File: config.mk
export PLATFORM = sky130hd
export DESIGN_NAME = isamc_seq
export DESIGN_NICKNAME = d
export VERILOG_FILES = /design/src/design/isamc_pkg.sv /design/src/design/isamc_tick_if.sv /design/src/design/isamc_bclk_sync.sv /design/src/design/isamc_seq.sv
export SDC_FILE = /design/constraint.sdc
export NUM_CORES = 1
export LEC_CHECK = 0
export ABC_AREA = 0
export BUFFER_PORTS_ARGS = -buffer_cell sky130_fd_sc_hd__buf_2
export CAP_MARGIN = 20
export CORE_MARGIN = 10
export CORE_UTILIZATION = 45
export DETAILED_ROUTE_END_ITERATION = 12
export GPL_TIMING_DRIVEN = 1
export PLACE_DENSITY_LB_ADDON = 0.12
export SKIP_CTS_REPAIR_TIMING = 1
export SKIP_LAST_GASP = 1
export SYNTH_ARGS = -nofsm -noshare
export SYNTH_HDL_FRONTEND = slang
export SYNTH_SLANG_ARGS = --single-unit
File: constraint.sdc
create_clock -name sys_clk_i -period 3 [get_ports sys_clk_i]
set_input_delay 0.6 -clock sys_clk_i [delete_from_list [all_inputs] [get_ports sys_clk_i]]
set_output_delay 0.6 -clock sys_clk_i [all_outputs]
set_load 0.02 [all_outputs]
File: src/design/isamc_pkg.sv
package isamc_pkg;

  // ---------------------------------------------------------------
  // Cycle timing, in bus clock periods
  // ---------------------------------------------------------------
  localparam logic [3:0] ADDR_TO_RDY_16  = 4'h6;
  localparam logic [3:0] ADDR_TO_RDY_8   = 4'hC;
  localparam logic [3:0] ADDR_TO_DATA_16 = 4'h4;
  localparam logic [3:0] ADDR_TO_DATA_8  = 4'hA;
  localparam logic [3:0] CMD_TO_RDY_16   = 4'h2;
  localparam logic [3:0] CMD_TO_RDY_8    = 4'h5;
  localparam logic [3:0] CMD_TO_DATA_16  = 4'h2;
  localparam logic [3:0] CMD_TO_DATA_8   = 4'h5;
  localparam logic [3:0] RDY_TO_RDATA    = 4'h1;
  localparam logic [3:0] RDY_TO_WDATA    = 4'h2;
  localparam logic [3:0] RDY_TO_CMD_OFF  = 4'h1;
  localparam logic [3:0] RDY_TO_ADDR_CHG = 4'h2;
  localparam logic [3:0] WDATA_SETUP     = 4'h2;
  localparam logic [3:0] WDATA_HOLD      = 4'h1;
  localparam logic [3:0] CMD_OFF_TO_IO   = 4'h3;
  localparam logic [3:0] CMD_OFF_TO_ALE  = 4'h1;

  // Request kinds
  typedef enum logic [1:0] {
    ISAMC_MEM,
    ISAMC_SMEM,
    ISAMC_IO,
    ISAMC_REFRESH
  } isamc_kind_e;

endpackage : isamc_pkg

File: src/design/isamc_tick_if.sv
`timescale 1ns/1ps
// Bus clock edge tick and sampled ready shared between the sampler and sequencer
interface isamc_tick_if;
  logic       tick;
  logic       rdy;

  modport src (output tick, output rdy);
  modport dst (input tick, input rdy);
endinterface : isamc_tick_if

File: src/design/isamc_bclk_sync.sv
`timescale 1ns/1ps
// ---------------------------------------------------------------
// Bus clock and ready sampler
// ---------------------------------------------------------------
module isamc_bclk_sync (
  input  wire logic  sys_clk_i,
  input  wire logic  sys_rst_i,
  input  wire logic  bclk_i,
  input  wire logic  iochrdy_i,
  isamc_tick_if.src  tk
);
  logic [2:0] bclk_sr;
  logic [1:0] rdy_sr;
  logic [2:0] next_bclk_sr;
  logic [1:0] next_rdy_sr;

  // Two stages before use; the third stage only feeds the edge detector
  always_comb
  begin
    next_bclk_sr = {bclk_sr[1:0], bclk_i};
    next_rdy_sr  = {rdy_sr[0], iochrdy_i};
  end

  // Bus clock chain runs through reset, so release gives no false edge
  always_ff @(posedge sys_clk_i)
  begin
    bclk_sr <= next_bclk_sr;
    if (sys_rst_i)
    begin
      rdy_sr  <= 2'h3;
    end
    else
    begin
      rdy_sr  <= next_rdy_sr;
    end
  end

  // One tick per rising bus clock edge
  assign tk.tick       = bclk_sr[1] & ~bclk_sr[2];
  assign tk.rdy        = rdy_sr[1];
endmodule : isamc_bclk_sync

File: src/design/isamc_seq.sv
`timescale 1ns/1ps
module isamc_seq (
  input  wire logic        sys_clk_i,
  input  wire logic        sys_rst_i,
  input  wire logic        bclk_i,
  input  wire logic        iochrdy_i,
  input  wire logic        req_i,
  input  wire logic [1:0]  req_kind_i,
  input  wire logic        req_write_i,
  input  wire logic        req_8bit_i,
  input  wire logic        req_copy_i,
  input  wire logic [19:0] req_addr_i,
  input  wire logic        req_bhe_i,
  input  wire logic [15:0] req_wdata_i,
  input  wire logic [15:0] sd_i,
  output logic             req_ready_o,
  output logic             done_o,
  output logic [15:0]      rdata_o,
  output logic             ale_o,
  output logic [19:0]      sa_o,
  output logic             sbhe_n_o,
  output logic             memr_n_o,
  output logic             memw_n_o,
  output logic             smemr_n_o,
  output logic             smemw_n_o,
  output logic             ior_n_o,
  output logic             iow_n_o,
  output logic [15:0]      sd_o,
  output logic             sd_lo_oe_o,
  output logic             sd_hi_oe_o
);

  // ---------------------------------------------------------------
  // Sampling of the bus clock and ready
  // ---------------------------------------------------------------
  isamc_tick_if tk ();

  isamc_bclk_sync u_sync (
    .sys_clk_i (sys_clk_i),
    .sys_rst_i (sys_rst_i),
    .bclk_i    (bclk_i),
    .iochrdy_i (iochrdy_i),
    .tk        (tk)
  );

  // ---------------------------------------------------------------
  // Sequencer state
  // ---------------------------------------------------------------
  typedef enum logic [2:0] {
    ISAMC_IDLE,
    ISAMC_SETUP,
    ISAMC_CMD,
    ISAMC_END,
    ISAMC_HOLD
  } isamc_state_e;

  isamc_state_e state;
  isamc_state_e next_state;
  logic [3:0]   addr_cnt;
  logic [3:0]   next_addr_cnt;
  logic [3:0]   cmd_cnt;
  logic [3:0]   next_cmd_cnt;
  logic [3:0]   gap_cnt;
  logic [3:0]   next_gap_cnt;
  logic [1:0]   kind;
  logic [1:0]   next_kind;
  logic         wr;
  logic         next_wr;
  logic         b8;
  logic         next_b8;
  logic [15:0]  sd_meta;
  logic [15:0]  sd_sync;
  logic [19:0]  next_sa;
  logic         next_sbhe_n;
  logic [15:0]  next_sd;
  logic         next_lo_oe;
  logic         next_hi_oe;
  logic         cmd_on;
  logic         next_cmd_on;
  logic         next_ale;
  logic [15:0]  next_rdata;
  logic         next_done;
  logic         next_req_ready;
  logic         rd_taken;
  logic         next_rd_taken;

  // Saturating increment for interval counters
  function automatic logic [3:0] isamc_inc(input logic [3:0] v);
    isamc_inc = (v == 4'hF) ? v : v + 4'h1;
  endfunction : isamc_inc

  // Least wait chosen by slave width
  function automatic logic [3:0] isamc_pick(input logic       is8,
                                            input logic [3:0] w16,
                                            input logic [3:0] w8);
    isamc_pick = is8 ? w8 : w16;
  endfunction : isamc_pick

  logic rdy_ok;
  logic io_ok;
  logic is_read;

  // Ready is believed only once both address and strobe windows expire
  assign rdy_ok = tk.rdy
    && addr_cnt >= isamc_pick(b8, isamc_pkg::ADDR_TO_RDY_16,
                              isamc_pkg::ADDR_TO_RDY_8)
    && cmd_cnt >= isamc_pick(b8, isamc_pkg::CMD_TO_RDY_16,
                             isamc_pkg::CMD_TO_RDY_8)
    && addr_cnt >= isamc_pick(b8, isamc_pkg::ADDR_TO_DATA_16,
                              isamc_pkg::ADDR_TO_DATA_8)
    && cmd_cnt >= isamc_pick(b8, isamc_pkg::CMD_TO_DATA_16,
                             isamc_pkg::CMD_TO_DATA_8);
  assign io_ok  = gap_cnt >= isamc_pkg::CMD_OFF_TO_IO;
  assign is_read = ~wr;

  // Next-state and datapath; every counter moves only on a bus tick
  always_comb
  begin
    next_state     = state;
    next_addr_cnt  = addr_cnt;
    next_cmd_cnt   = cmd_cnt;
    next_gap_cnt   = gap_cnt;
    next_kind      = kind;
    next_wr        = wr;
    next_b8        = b8;
    next_sa        = sa_o;
    next_sbhe_n    = sbhe_n_o;
    next_sd        = sd_o;
    next_lo_oe     = sd_lo_oe_o;
    next_hi_oe     = sd_hi_oe_o;
    next_cmd_on    = cmd_on;
    next_ale       = 1'b0;
    next_rdata     = rdata_o;
    next_done      = 1'b0;
    next_req_ready = 1'b0;
    next_rd_taken  = rd_taken;
    if (tk.tick)
    begin
      next_addr_cnt = isamc_inc(addr_cnt);
      next_cmd_cnt  = isamc_inc(cmd_cnt);
      next_gap_cnt  = isamc_inc(gap_cnt);
      unique case (state)
        ISAMC_IDLE:
        begin
          // Address latch waits out strobe recovery
          if (req_i && gap_cnt >= isamc_pkg::CMD_OFF_TO_ALE)
          begin
            next_kind     = req_kind_i;
            next_wr       = req_write_i;
            next_b8       = req_8bit_i;
            next_sa       = req_addr_i;
            next_sbhe_n   = ~req_bhe_i;
            next_ale      = 1'b1;
            next_addr_cnt = 4'h0;
            next_rd_taken = 1'b0;
            if (req_write_i)
            begin
              // Copy of the odd byte onto the low lane
              next_sd    = req_copy_i ? {req_wdata_i[15:8],
                                         req_wdata_i[15:8]} : req_wdata_i;
              next_lo_oe = 1'b1;
              next_hi_oe = ~req_8bit_i | req_copy_i;
            end
            next_cmd_cnt   = 4'h0;
            next_req_ready = 1'b1;
            next_state     = ISAMC_SETUP;
          end
        end
        ISAMC_SETUP:
        begin
          // Write data has led the strobe by two ticks
          if ((!wr || cmd_cnt >= isamc_pkg::WDATA_SETUP - 4'h1)
              && (kind != 2'(isamc_pkg::ISAMC_IO) || io_ok))
          begin
            next_cmd_on  = 1'b1;
            next_cmd_cnt = 4'h0;
            next_state   = ISAMC_CMD;
          end
        end
        ISAMC_CMD:
        begin
          if (rdy_ok)
          begin
            next_cmd_cnt = 4'h0;
            next_state   = ISAMC_END;
          end
        end
        ISAMC_END:
        begin
          // Read data taken one tick after ready, while the strobe is
          // still on, since the slave may float at negation
          if (is_read && !rd_taken
              && cmd_cnt >= isamc_pkg::RDY_TO_RDATA - 4'h1)
          begin
            next_rdata    = b8 ? {8'h00, sd_sync[7:0]} : sd_sync;
            next_rd_taken = 1'b1;
          end
          // Strobe kept on for a tick past ready
          if (cmd_cnt >= isamc_pkg::RDY_TO_CMD_OFF - 4'h1)
          begin
            next_cmd_on  = 1'b0;
            next_gap_cnt = 4'h0;
            next_state   = ISAMC_HOLD;
          end
        end
        ISAMC_HOLD:
        begin
          // Write data kept one tick past strobe
          if (gap_cnt >= isamc_pkg::WDATA_HOLD - 4'h1)
          begin
            next_lo_oe = 1'b0;
            next_hi_oe = 1'b0;
          end
          // Address held, next latch delayed
          if (cmd_cnt >= isamc_pkg::RDY_TO_ADDR_CHG - 4'h1
              && cmd_cnt >= isamc_pkg::RDY_TO_WDATA - 4'h1)
          begin
            next_done  = 1'b1;
            next_state = ISAMC_IDLE;
          end
        end
        default:
        begin
          next_state = ISAMC_IDLE;
        end
      endcase
    end
  end

  // ---------------------------------------------------------------
  // Registers; strobes decoded from the kind into flip-flops
  // ---------------------------------------------------------------
  always_ff @(posedge sys_clk_i)
  begin
    // Bus data passes two stages; the strobe is still on when it is used
    sd_meta     <= sd_i;
    sd_sync     <= sd_meta;
    if (sys_rst_i)
    begin
      state       <= ISAMC_IDLE;
      addr_cnt    <= 4'h0;
      cmd_cnt     <= 4'h0;
      gap_cnt     <= 4'hF;
      kind        <= 2'h0;
      wr          <= 1'b0;
      b8          <= 1'b0;
      sa_o        <= 20'h00000;
      sbhe_n_o    <= 1'b1;
      sd_o        <= 16'h0000;
      sd_lo_oe_o  <= 1'b0;
      sd_hi_oe_o  <= 1'b0;
      cmd_on      <= 1'b0;
      ale_o       <= 1'b0;
      rdata_o     <= 16'h0000;
      done_o      <= 1'b0;
      req_ready_o <= 1'b0;
      rd_taken    <= 1'b0;
      memr_n_o    <= 1'b1;
      memw_n_o    <= 1'b1;
      smemr_n_o   <= 1'b1;
      smemw_n_o   <= 1'b1;
      ior_n_o     <= 1'b1;
      iow_n_o     <= 1'b1;
    end
    else
    begin
      state       <= next_state;
      addr_cnt    <= next_addr_cnt;
      cmd_cnt     <= next_cmd_cnt;
      gap_cnt     <= next_gap_cnt;
      kind        <= next_kind;
      wr          <= next_wr;
      b8          <= next_b8;
      sa_o        <= next_sa;
      sbhe_n_o    <= next_sbhe_n;
      sd_o        <= next_sd;
      sd_lo_oe_o  <= next_lo_oe;
      sd_hi_oe_o  <= next_hi_oe;
      cmd_on      <= next_cmd_on;
      ale_o       <= next_ale;
      rdata_o     <= next_rdata;
      done_o      <= next_done;
      req_ready_o <= next_req_ready;
      rd_taken    <= next_rd_taken;
      // Refresh drives both memory read strobes
      memr_n_o  <= ~(next_cmd_on && !next_wr
                     && (next_kind == 2'(isamc_pkg::ISAMC_MEM)
                      || next_kind == 2'(isamc_pkg::ISAMC_REFRESH)));
      memw_n_o  <= ~(next_cmd_on && next_wr
                     && next_kind == 2'(isamc_pkg::ISAMC_MEM));
      smemr_n_o <= ~(next_cmd_on && !next_wr
                     && (next_kind == 2'(isamc_pkg::ISAMC_SMEM)
                      || next_kind == 2'(isamc_pkg::ISAMC_REFRESH)));
      smemw_n_o <= ~(next_cmd_on && next_wr
                     && next_kind == 2'(isamc_pkg::ISAMC_SMEM));
      ior_n_o   <= ~(next_cmd_on && !next_wr
                     && next_kind == 2'(isamc_pkg::ISAMC_IO));
      iow_n_o   <= ~(next_cmd_on && next_wr
                     && next_kind == 2'(isamc_pkg::ISAMC_IO));
    end
  end

endmodule : isamc_seq

Word-level counts from Yosys, hierarchy flattened
Index checks and enable logic that the tools add are counted.
{"block": "word_totals", "regBits": 121, "in_bits": 63, "output_inout_bits": 64, "elab_cells": 151}
{"block": "op_classes", "n_addsub": 3, "order_cmp": 8, "n_eq_ne": 19, "mux": 44, "bitwise_logic": 15, "n_reduce_logical": 35}
{"cell": "$mux W4", "n": 12}
{"cell": "$mux W3", "n": 6}
{"cell": "$ne A2 B2 Y1 const B", "n": 9}
{"cell": "$ge A4 B1 Y1 const B", "n": 4}
{"cell": "$logic_and A1 B1 Y1", "n": 16}
{"cell": "$mux W16", "n": 1}
{"cell": "$mux W1", "n": 15}
{"cell": "$pmux W3 S5", "n": 1}
{"cell": "$not A1 Y1", "n": 13}
{"cell": "$add A4 B1 Y4 const B", "n": 3}
{"cell": "$eq A4 B4 Y1 const B", "n": 3}
{"cell": "$pmux W4 S3", "n": 1}
{"cell": "$ge A4 B4 Y1", "n": 2}
{"cell": "$mux W8", "n": 1}
{"cell": "$pmux W1 S2", "n": 4}
{"cell": "$reduce_and A4 Y1", "n": 2}
{"cell": "$eq A3 B2 Y1 const B", "n": 2}
{"cell": "$mux W2", "n": 3}
{"cell": "$reduce_and A3 Y1", "n": 2}
{"cell": "$reduce_and A6 Y1", "n": 1}
{"cell": "$reduce_or A3 Y1", "n": 2}
{"cell": "$reduce_and A5 Y1", "n": 1}
{"cell": "$eq A2 B2 Y1 const B", "n": 2}
{"cell": "$ge A4 B2 Y1 const B", "n": 1}
{"cell": "other kinds (11)", "n": 17}

Logic depth before layout (Yosys ltp)
Gate-level depths: netlist of run 1.
{"block": "logic_depth", "depth_word": 9, "depth_mapped": 9, "depth_no_buf": 8}

By module
From an unflattened synthesis of run 1, not the netlist that was laid out.
{"block": "hier_totals", "hier_cells": 462, "area_unflattened_um2": 4499.3}
{"mod": "isamc_seq", "instances": 1, "cells_per_inst": 454, "area_each_um2": 4380.5, "seq_area_each_um2": 2322.2}
{"mod": "isamc_bclk_sync", "instances": 1, "cells_per_inst": 8, "area_each_um2": 118.9, "seq_area_each_um2": 100.1}

Worst setup path after synthesis of run 1
Ideal clock, no wire load.
{"block": "synth_timing", "path_type": "register to register", "start": "reg state[0]", "end": "reg smemr_n_o", "setup_ns": 0.079, "arrival_time_ns": 2.112, "required_ns": 2.921, "path_slack_ns": 0.809, "path_stages_with_launch": 8, "path_buffers": 1, "synth_period_minus_slack_ns": 2.191, "path_cell_list": "dfxtp_1 > buf_6 > or4b_4 > nor4b_4 > mux2i_1 > inv_1 > ha_1 > o211ai_1"}
{"block": "synth_between", "elab_chain_len": 7, "elab_cells_between_ends": 16, "cone_classes": "eq/ne: 4; mux: 6; bitwise: 1; reduce/logical: 5"}
{"element": "from (decl)", "line_no": "isamc_seq.sv:57", "rtl": "isamc_state_e state;"}
{"element": "from (signal assigned)", "line_no": "isamc_seq.sv:267", "rtl": "state <= next_state;"}
{"element": "$logic_not A3 Y1 *", "line_no": "isamc_seq.sv:142", "rtl": "unique case (state)"}
{"element": "$mux W2 *", "line_no": "isamc_seq.sv:142"}
{"element": "$mux W2 *", "line_no": "isamc_seq.sv:137", "rtl": "if (tk.tick)"}
{"element": "via next_kind[0]", "line_no": "isamc_seq.sv:66", "rtl": "logic [1:0] next_kind;"}
{"element": "$eq A2 B1 Y1 / $eq A2 B2 Y1 (equally long branches)", "line_no": "isamc_seq.sv:292, isamc_seq.sv:293"}
{"element": "$logic_or A1 B1 Y1 *", "line_no": "isamc_seq.sv:293", "rtl": "|| next_kind == 2'(isamc_pkg::ISAMC_REFRESH)));"}
{"element": "$logic_and A1 B1 Y1 *", "line_no": "isamc_seq.sv:292", "rtl": "&& (next_kind == 2'(isamc_pkg::ISAMC_SMEM)"}
{"element": "$not A1 Y1 *", "line_no": "isamc_seq.sv:291", "rtl": "smemr_n_o <= ~(next_cmd_on && !next_wr"}
{"element": "to (signal assigned)", "line_no": "isamc_seq.sv:291"}
{"element": "to (decl)", "line_no": "isamc_seq.sv:24", "rtl": "output logic smemr_n_o,"}
Mark *: on every way through the listed nets, which the timed path passes. The rest lies on a longest branch.
A chain may end at the register's enable or synchronous reset.

Worst setup path after layout of run 1
{"block": "layout_timing", "start": "reg gap_cnt[1]", "end": "reg smemr_n_o"}
{"block": "layout_between", "elab_chain_len": 9, "elab_cells_between_ends": 21, "cone_classes": "order compare: 2; eq/ne: 2; mux: 9; bitwise: 1; reduce/logical: 7"}
{"element": "from (decl)", "line_no": "isamc_seq.sv:63", "rtl": "logic [3:0] gap_cnt;"}
{"element": "from (signal assigned)", "line_no": "isamc_seq.sv:270", "rtl": "gap_cnt <= next_gap_cnt;"}
{"element": "$ge A4 B1 Y1 / $ge A4 B2 Y1 (equally long branches)", "line_no": "isamc_seq.sv:146, isamc_seq.sv:113"}
{"element": "$logic_and A1 B1 Y1 / $logic_or A1 B1 Y1 (equally long branches)", "line_no": "isamc_seq.sv:146, isamc_seq.sv:173"}
{"element": "$mux W2 (tied with other cells)", "line_no": "isamc_seq.sv:146", "rtl": "if (req_i && gap_cnt >= isamc_pkg::CMD_OFF_TO_ALE)"}
{"element": "$mux W2 (tied with other cells)", "line_no": "isamc_seq.sv:142"}
{"element": "$mux W2 (tied with other cells)", "line_no": "isamc_seq.sv:137"}
{"element": "$eq A2 B1 Y1 (tied with other cells)", "line_no": "isamc_seq.sv:292"}
{"element": "$logic_or A1 B1 Y1 / $logic_and A1 B1 Y1 (equally long branches)", "line_no": "isamc_seq.sv:293, isamc_seq.sv:291"}
{"element": "$logic_and A1 B1 Y1 *", "line_no": "isamc_seq.sv:292"}
{"element": "$not A1 Y1 *", "line_no": "isamc_seq.sv:291"}
Every way passes the cells marked *; elsewhere a longest branch is shown, timed or not.

==> results.rst, run 1 <==
.. list-table::
   :header-rows: 1

   * - Metric
     - Value
   * - Worst path depth
     - 7
   * - Syn avg cell area
     - 9.338 sq um
   * - Layout cells sized above 1
     - 29.59%
   * - Core ar.
     - 9328 sq um
   * - Min Clock Period, post-route
     - 2.465 ns
   * - Port buffer count
     - 126
   * - Internal portion of total power
     - 3.056 mW
   * - Starting density of the core
     - 46.65%
   * - Clock Tree Root
     - clkbuf_8
   * - Final routed wire length divided by cell count
     - 15.33 um
   * - Startpoint Class
     - flip-flop
   * - Cts bufs inserted
     - 17
   * - Nets in the synthesized netlist
     - 547
   * - Arrival time reported for the critical path endpoint
     - 2.84 ns
   * - I/O pin count
     - 127
   * - Detailed placer's ending HPWL
     - 7.988 mm
   * - Setup-failing EPs final
     - 0
   * - Hold slack
     - 0.1816 ns
   * - Cell accounting for the most synthesized area
     - dfxtp_1
   * - Standard cell with the maximum stage delay on the critical path
     - nor4b_1
   * - Number of antenna violations at the first check in global routing
     - 0
   * - Result of the run
     - finished clean
   * - Row cnt
     - 35
   * - Maximum level of the CTS H-tree
     - 4
   * - Mux contribution to synthesized area
     - 3.450%
   * - Combinational cell fraction of total power
     - 6.0%
   * - Cell chain of the critical path
     - inv_1, ha_1, nor4b_1, nor4b_4, and2_1, a21oi_1, o211ai_1
   * - Pin count of the biggest net entering global routing
     - 32
   * - Crit path from
     - gap_cnt[1]$_SDFFE_PP1P_
   * - Flip-flop cell with the highest count after synthesis
     - dfxtp_1
   * - Count of final max-slew check failures
     - 0
   * - GRT Resource Usage Total
     - 15.99%
   * - Layout Cells excl Fill
     - 734
   * - Share of Yosys cell area claimed by the top area cell type
     - 55.66%
   * - Clock tree from TritonCTS
     - done
   * - Top library cells by usage in the layout, fill and taps aside
     - 126 x buf_2, 121 x dfxtp_1, 111 x nand2_1
   * - Net Switching
     - 0.9604 mW
   * - Final global-route overflow total
     - 0
   * - Async SR Flop Fraction
     - 0%
   * - Largest buffer count on any clock path
     - 2
   * - Placed insts
     - 702
   * - Endpoint class of the critical path
     - flip-flop
   * - Power Density
     - 707.5 nW/um^2
   * - Highest attainable clock frequency
     - 405.7 MHz
   * - Iteration count of the initial detailed-routing pass
     - 4
   * - Setup TNS
     - 0 ns
   * - Post-synth EDFFs
     - 0
   * - Remaining DRCs
     - 0
   * - Largest incremental delay on the critical path
     - 0.65 ns
   * - Die span in x
     - 118.3 um
   * - Endpoints failing hold
     - 0
   * - Largest family of logic cells by synthesized area
     - simple AND/OR/NAND/NOR gates
   * - Critical path buffer and inverter count
     - 1
   * - Slew at the pin closest to its max-slew limit
     - 0.7779 ns
   * - Switching fraction of total power
     - 23.91%
   * - Worst Path Required
     - 3.38 ns
   * - Final critical-path share of the clock period
     - 82.16%
   * - Reported max-cap violation count
     - 0
   * - Critical Path Fanout Max
     - 18
   * - Syn. warnings
     - 0
   * - Worst R2R Setup Slack
     - 0.54 ns
   * - Startpoint of the worst register-to-register path
     - gap_cnt[1]$_SDFFE_PP1P_
   * - Setup repair after global routing missed its margin
     - false
   * - Reg clk slew, reported paths
     - 0.06 ns
   * - Diode insertion count for antenna repair
     - 0
   * - Sequential share of power
     - 42.1%
   * - Post-synthesis xor/xnor area fraction
     - 0.6038%
   * - Worst setup path end
     - smemr_n_o$_SDFF_PP1_
   * - Type of the worst setup path
     - flip-flop to flip-flop
   * - Syn Inst Count
     - 466
   * - Total via count in the routed design
     - 3596
   * - Post-route clock skew
     - 0.007499 ns
   * - Number of distinct library cells after synthesis
     - 46
   * - Global-route wire length before repair
     - 18.48 mm
   * - Final Wtd Congestion
     - 0.7843
   * - Detailed router's first-iteration violation count
     - 255
   * - Area share of fa/ha/maj cells after synthesis
     - 5.175%
   * - Capturing point of the worst reg2reg path
     - smemr_n_o$_SDFF_PP1_
   * - Register bit total from synthesis
     - 121
   * - Final cell area excluding filler cells
     - 5677 sq um
   * - Placed instance area
     - 5072 sq um
   * - Via count of the first global-routing pass
     - 3756
   * - Family of cells with the greatest summed delay on the critical path
     - simple AND/OR/NAND/NOR gates
   * - Netlist area before placement
     - 4352 sq um
   * - Simple-gate share of the synthesized area
     - 19.29%
   * - Die outline height
     - 118.3 um
   * - TritonCTS sink count
     - 121
   * - Final wirelength
     - 11.25 mm
   * - Worst slew margin relative to its limit
     - 47.41%
   * - Clk Latency, worst-skew pair
     - 0.51 ns
   * - Clock network fraction of total power
     - 51.8%
   * - Maximum vdd ir drop
     - 0.0003712 V
   * - Sequential element share of the synthesized area
     - 55.66%
   * - Biggest area contributors in the synthesized netlist
     - dfxtp_1 56%, nand2_1 9.6%, a21oi_1 7.1%
   * - Area grow syn2layout
     - 30.45%
   * - Die Area
     - 14000 sq um
   * - Number of cells on the worst reg-to-reg path
     - 7
   * - Static leakage
     - 2.530 nW
   * - Count of antenna-violating nets left after detailed routing
     - 0
   * - Number of nets in the final layout
     - 673
   * - Hold crit path type
     - input port to flip-flop
   * - Fraction of the mapped netlist area in compound gates
     - 11.85%
   * - Vias per Instance
     - 4.899
   * - Most common cell after layout, fill and taps aside
     - buf_2
routing by layer:
layer | part of all wire [%] | track usage, % | up-vias
li1 | - | - | 1826
met5 | 0 | 0 | -
met3 | 6.2 | 6.235 | 13
met4 | 1.5 | 6.646 | 0
met1 | 43 | 18.01 | 1669
met2 | 49 | 26.46 | 88
cell usage after synthesis (all sizes together) (2+ instances only):
cell type,instances
nand3,14
nor2b,2
buf,7
or3,4
a211o,3
nand2b,5
mux2,8
a2111oi,2
xnor2,2
nor3b,2
nor3,8
a21oi,62
or2,3
inv,12
clkbuf,19
nor2,16
o211ai,4
nand4,4
o21ai,4
a31oi,6
nand3b,3
nor4b,3
dfxtp,121
nand2,111
ha,18
a21o,2
mux2i,6
power groups by stage:
stage	combinational (mW)	clock, mW	sequential, mW
floorplan	0.128	0	1.74
finish	0.241	2.08	1.69
CTS	0.243	2.11	1.69
detailed placement	0.241	0	1.73
global placement	0.236	0	1.73
global route	0.270	2.20	1.70
cells by family (layout without fill, tap and decap cells):
logic type	after synthesis	in the layout
xor+xnor	3	3
buf+inv	39	178
mux	14	14
simple gates	181	181
compound gates	90	90
flops	121	121
fa+ha+maj	18	18
per-stage QoR:
stage	utilization, %	setup slack, ns	power, mW
2_1_floorplan	-	0.8088	1.868
3_3_place_gp	54.38	0.6624	1.962
3_5_place_dp	54.38	0.5763	1.967
4_1_cts	60.86	0.5479	4.048
5_1_grt	60.86	0.3223	4.170
6_report	60.86	0.5352	4.016
worst min-delay path by stage:
stage	cells after the start	to	start
5_1_grt	1	sd_meta[14]$_DFF_P_	sd_i[14]
3_3_place_gp	0	sd_sync[6]$_DFF_P_	sd_meta[6]$_DFF_P_
6_report	1	sd_meta[14]$_DFF_P_	sd_i[14]
4_1_cts	1	sd_meta[2]$_DFF_P_	sd_i[2]
3_5_place_dp	0	sd_sync[0]$_DFF_P_	sd_meta[0]$_DFF_P_
2_1_floorplan	0	sd_sync[0]$_DFF_P_	sd_meta[0]$_DFF_P_
sequential cells by signal, indices dropped and copies added, names as in the netlist, 2 cells and up:
name,flops
gap_cnt,4
rdata_o,16
sd_sync,16
u_sync.bclk_sr,3
sd_meta,16
cmd_cnt,4
kind,2
sa_o,20
state,3
sd_o,16
u_sync.rdy_sr,2
addr_cnt,4
cell type report:
class / instances / area [sq um]
clock inverter: 14 / 186.4
multi-input combinational: 306 / 1757
sequential: 121 / 2422
timing repair buffer: 133 / 683.2
inverter: 13 / 48.80
clock buffer: 18 / 417.9
fill: 847 / 3651
tap: 129 / 161.4
worst reg2reg max path: stages, from the launching register on:
cell and delay (ns):
dfxtp_1 0.36, inv_1 0.09, ha_1 0.18, nor4b_1 0.65
nor4b_4 0.15, and2_1 0.41, a21oi_1 0.35, o211ai_1 0.13
No activity file was read; power rests on OpenSTA's default activity.
==> inputs of run 2 (changes only) <==
==> constraint.sdc (replaced) <==
create_clock -name sys_clk_i -period 2.5 [get_ports sys_clk_i]
set_input_delay 0.5 -clock sys_clk_i [delete_from_list [all_inputs] [get_ports sys_clk_i]]
set_output_delay 0.5 -clock sys_clk_i [all_outputs]
set_load 0.02 [all_outputs]
==> results.rst, run 2 (synthesized netlist as in run 1, its figures left out) <==
.. list-table::
   :header-rows: 1

   * - Metric
     - Value
   * - Min Clock Period, post-route
     - 2.313 ns
   * - Total via count in the routed design
     - 3651
   * - Placed insts
     - 708
   * - Remaining DRCs
     - 0
   * - Layout Cells excl Fill
     - 739
   * - Detailed router's first-iteration violation count
     - 171
   * - Critical Path Fanout Max
     - 9
   * - Layout cells sized above 1
     - 30.49%
   * - Die Area
     - 14000 sq um
   * - Row cnt
     - 35
   * - Clk Latency, worst-skew pair
     - 0.50 ns
   * - Result of the run
     - finished clean
   * - Arrival time reported for the critical path endpoint
     - 2.69 ns
   * - Port buffer count
     - 126
   * - Final cell area excluding filler cells
     - 5748 sq um
   * - TritonCTS sink count
     - 121
   * - Count of antenna-violating nets left after detailed routing
     - 0
   * - Die outline height
     - 118.3 um
   * - Area of the multi-input gates
     - 1760 sq um
   * - Endpoints failing hold
     - 0
   * - Number of antenna violations at the first check in global routing
     - 0
   * - Final wirelength
     - 10.98 mm
   * - Number of nets in the final layout
     - 679
   * - Worst Path Required
     - 2.87 ns
   * - Cts bufs inserted
     - 17
   * - Largest reg by FF count
     - sa_o
   * - Register Area
     - 2422 sq um
   * - Global-route wire length before repair
     - 17.97 mm
   * - Final Core Density
     - 61.62%
   * - Die span in x
     - 118.3 um
   * - Setup-failing EPs final
     - 0
   * - Final global-route overflow total
     - 0
   * - GRT Resource Usage Total
     - 15.49%
   * - Type of the worst setup path
     - flip-flop to flip-flop
   * - Clock tree from TritonCTS
     - done
   * - Largest buffer count on any clock path
     - 2
   * - Final Wtd Congestion
     - 0.7710
   * - Core ar.
     - 9328 sq um
   * - I/O pin count
     - 127
   * - Clock Tree Root
     - clkbuf_8
   * - Count of final max-slew check failures
     - 0
   * - Worst R2R Setup Slack
     - 0.19 ns
   * - Most common cell after layout, fill and taps aside
     - buf_2
   * - Static leakage
     - 2.573 nW
   * - Diode insertion count for antenna repair
     - 0
   * - Iteration count of the initial detailed-routing pass
     - 4
   * - Endpoint class of the critical path
     - flip-flop
   * - Maximum vdd ir drop
     - 0.0005809 V
   * - Setup repair after global routing missed its margin
     - false
   * - Detailed placer's ending HPWL
     - 7.940 mm
   * - Maximum level of the CTS H-tree
     - 4
   * - Via count of the first global-routing pass
     - 3644
   * - Power Density
     - 849.5 nW/um^2
   * - Top library cells by usage in the layout, fill and taps aside
     - 126 x buf_2, 121 x dfxtp_1, 111 x nand2_1
   * - Post-route clock skew
     - 0.009082 ns
   * - Setup TNS
     - 0 ns
   * - Area grow syn2layout
     - 32.09%
   * - Startpoint Class
     - flip-flop
   * - Pin count of the biggest net entering global routing
     - 26
   * - Highest attainable clock frequency
     - 432.4 MHz
   * - Reg clk slew, reported paths
     - 0.06 ns
   * - Max reg flops
     - 20
   * - Worst slew margin relative to its limit
     - 57.17%
   * - Hold crit path type
     - input port to flip-flop
   * - Reported max-cap violation count
     - 0
   * - Fill cell instance count of the final layout
     - 835
   * - Final routed wire length divided by cell count
     - 14.86 um
   * - Final critical-path share of the clock period
     - 92.51%
   * - Placed instance area
     - 5117 sq um
   * - Vias per Instance
     - 4.940
   * - Slew at the pin closest to its max-slew limit
     - 0.6424 ns
   * - Starting density of the core
     - 46.65%
==> run 2: changes by cell type in the layout (fill, tap and decap cells not counted), sizes merged <==
cell,before,now
clkinv,3,5
buf,133,139
bufinv,3,4
clkinvlp,1,0
inv,20,18
clkbuf,18,17
==> run 2: final timing paths <==
kind	startpoint	endpoint	depth (start not counted)
min	sd_i[9]	sd_meta[9]$_DFF_P_	1
max reg2reg	state[0]$_SDFFE_PP0P_	memr_n_o$_SDFF_PP1_	5
min reg2reg	sd_meta[5]$_DFF_P_	sd_sync[5]$_DFF_P_	0
max	state[0]$_SDFFE_PP0P_	memr_n_o$_SDFF_PP1_	5
==> run 2: where the power goes <==
group	switching [mW]	internal, mW	total [mW]
sequential	0.0336	1.99	2.03
combinational	0.171	0.125	0.296
clock	0.913	1.65	2.56
total	1.12	3.77	4.88
==> run 2: cell type report <==
| class | instances | share of cell area (%) |
|---|---|---|
| Clock buffer | 17 | 7.205 |
| Clock inverter | 14 | 3.700 |
| Inverter | 13 | 0.8489 |
| Multi-Input combinational cell | 306 | 30.63 |
| Sequential cell | 121 | 42.14 |
| Tap cell | 129 | 2.808 |
| Timing Repair Buffer | 139 | 12.67 |
==> run 2: metrics by stage <==
step | worst slack (ns) | power [mW] | hold slack (ns)
floorplan | 0.3088 | 2.242 | 0.3096
CTS | 0.1591 | 4.932 | 0.07512
finish | 0.1874 | 4.883 | 0.09851
detailed placement | 0.1830 | 2.365 | 0.3121
global route | 0.02047 | 5.062 | 0.07190
global placement | 0.2492 | 2.356 | 0.3098
==> run 2: critical path: stages (launching register included) <==
cell	delay, ns
dfxtp_1	0.38
or4b_4	0.61
nor4b_4	0.37
mux2i_1	0.39
ha_1	0.30
nand3b_1	0.15
==> run 2: per-layer routing <==
layer  up-vias  track usage [%]  share of wire [%]
li1       1840                -                  -
met1      1705            17.28                 43
met2        96            27.02                 50
met3        10            5.616                5.4
met4         0            4.482                1.3
met5         -                0                  0
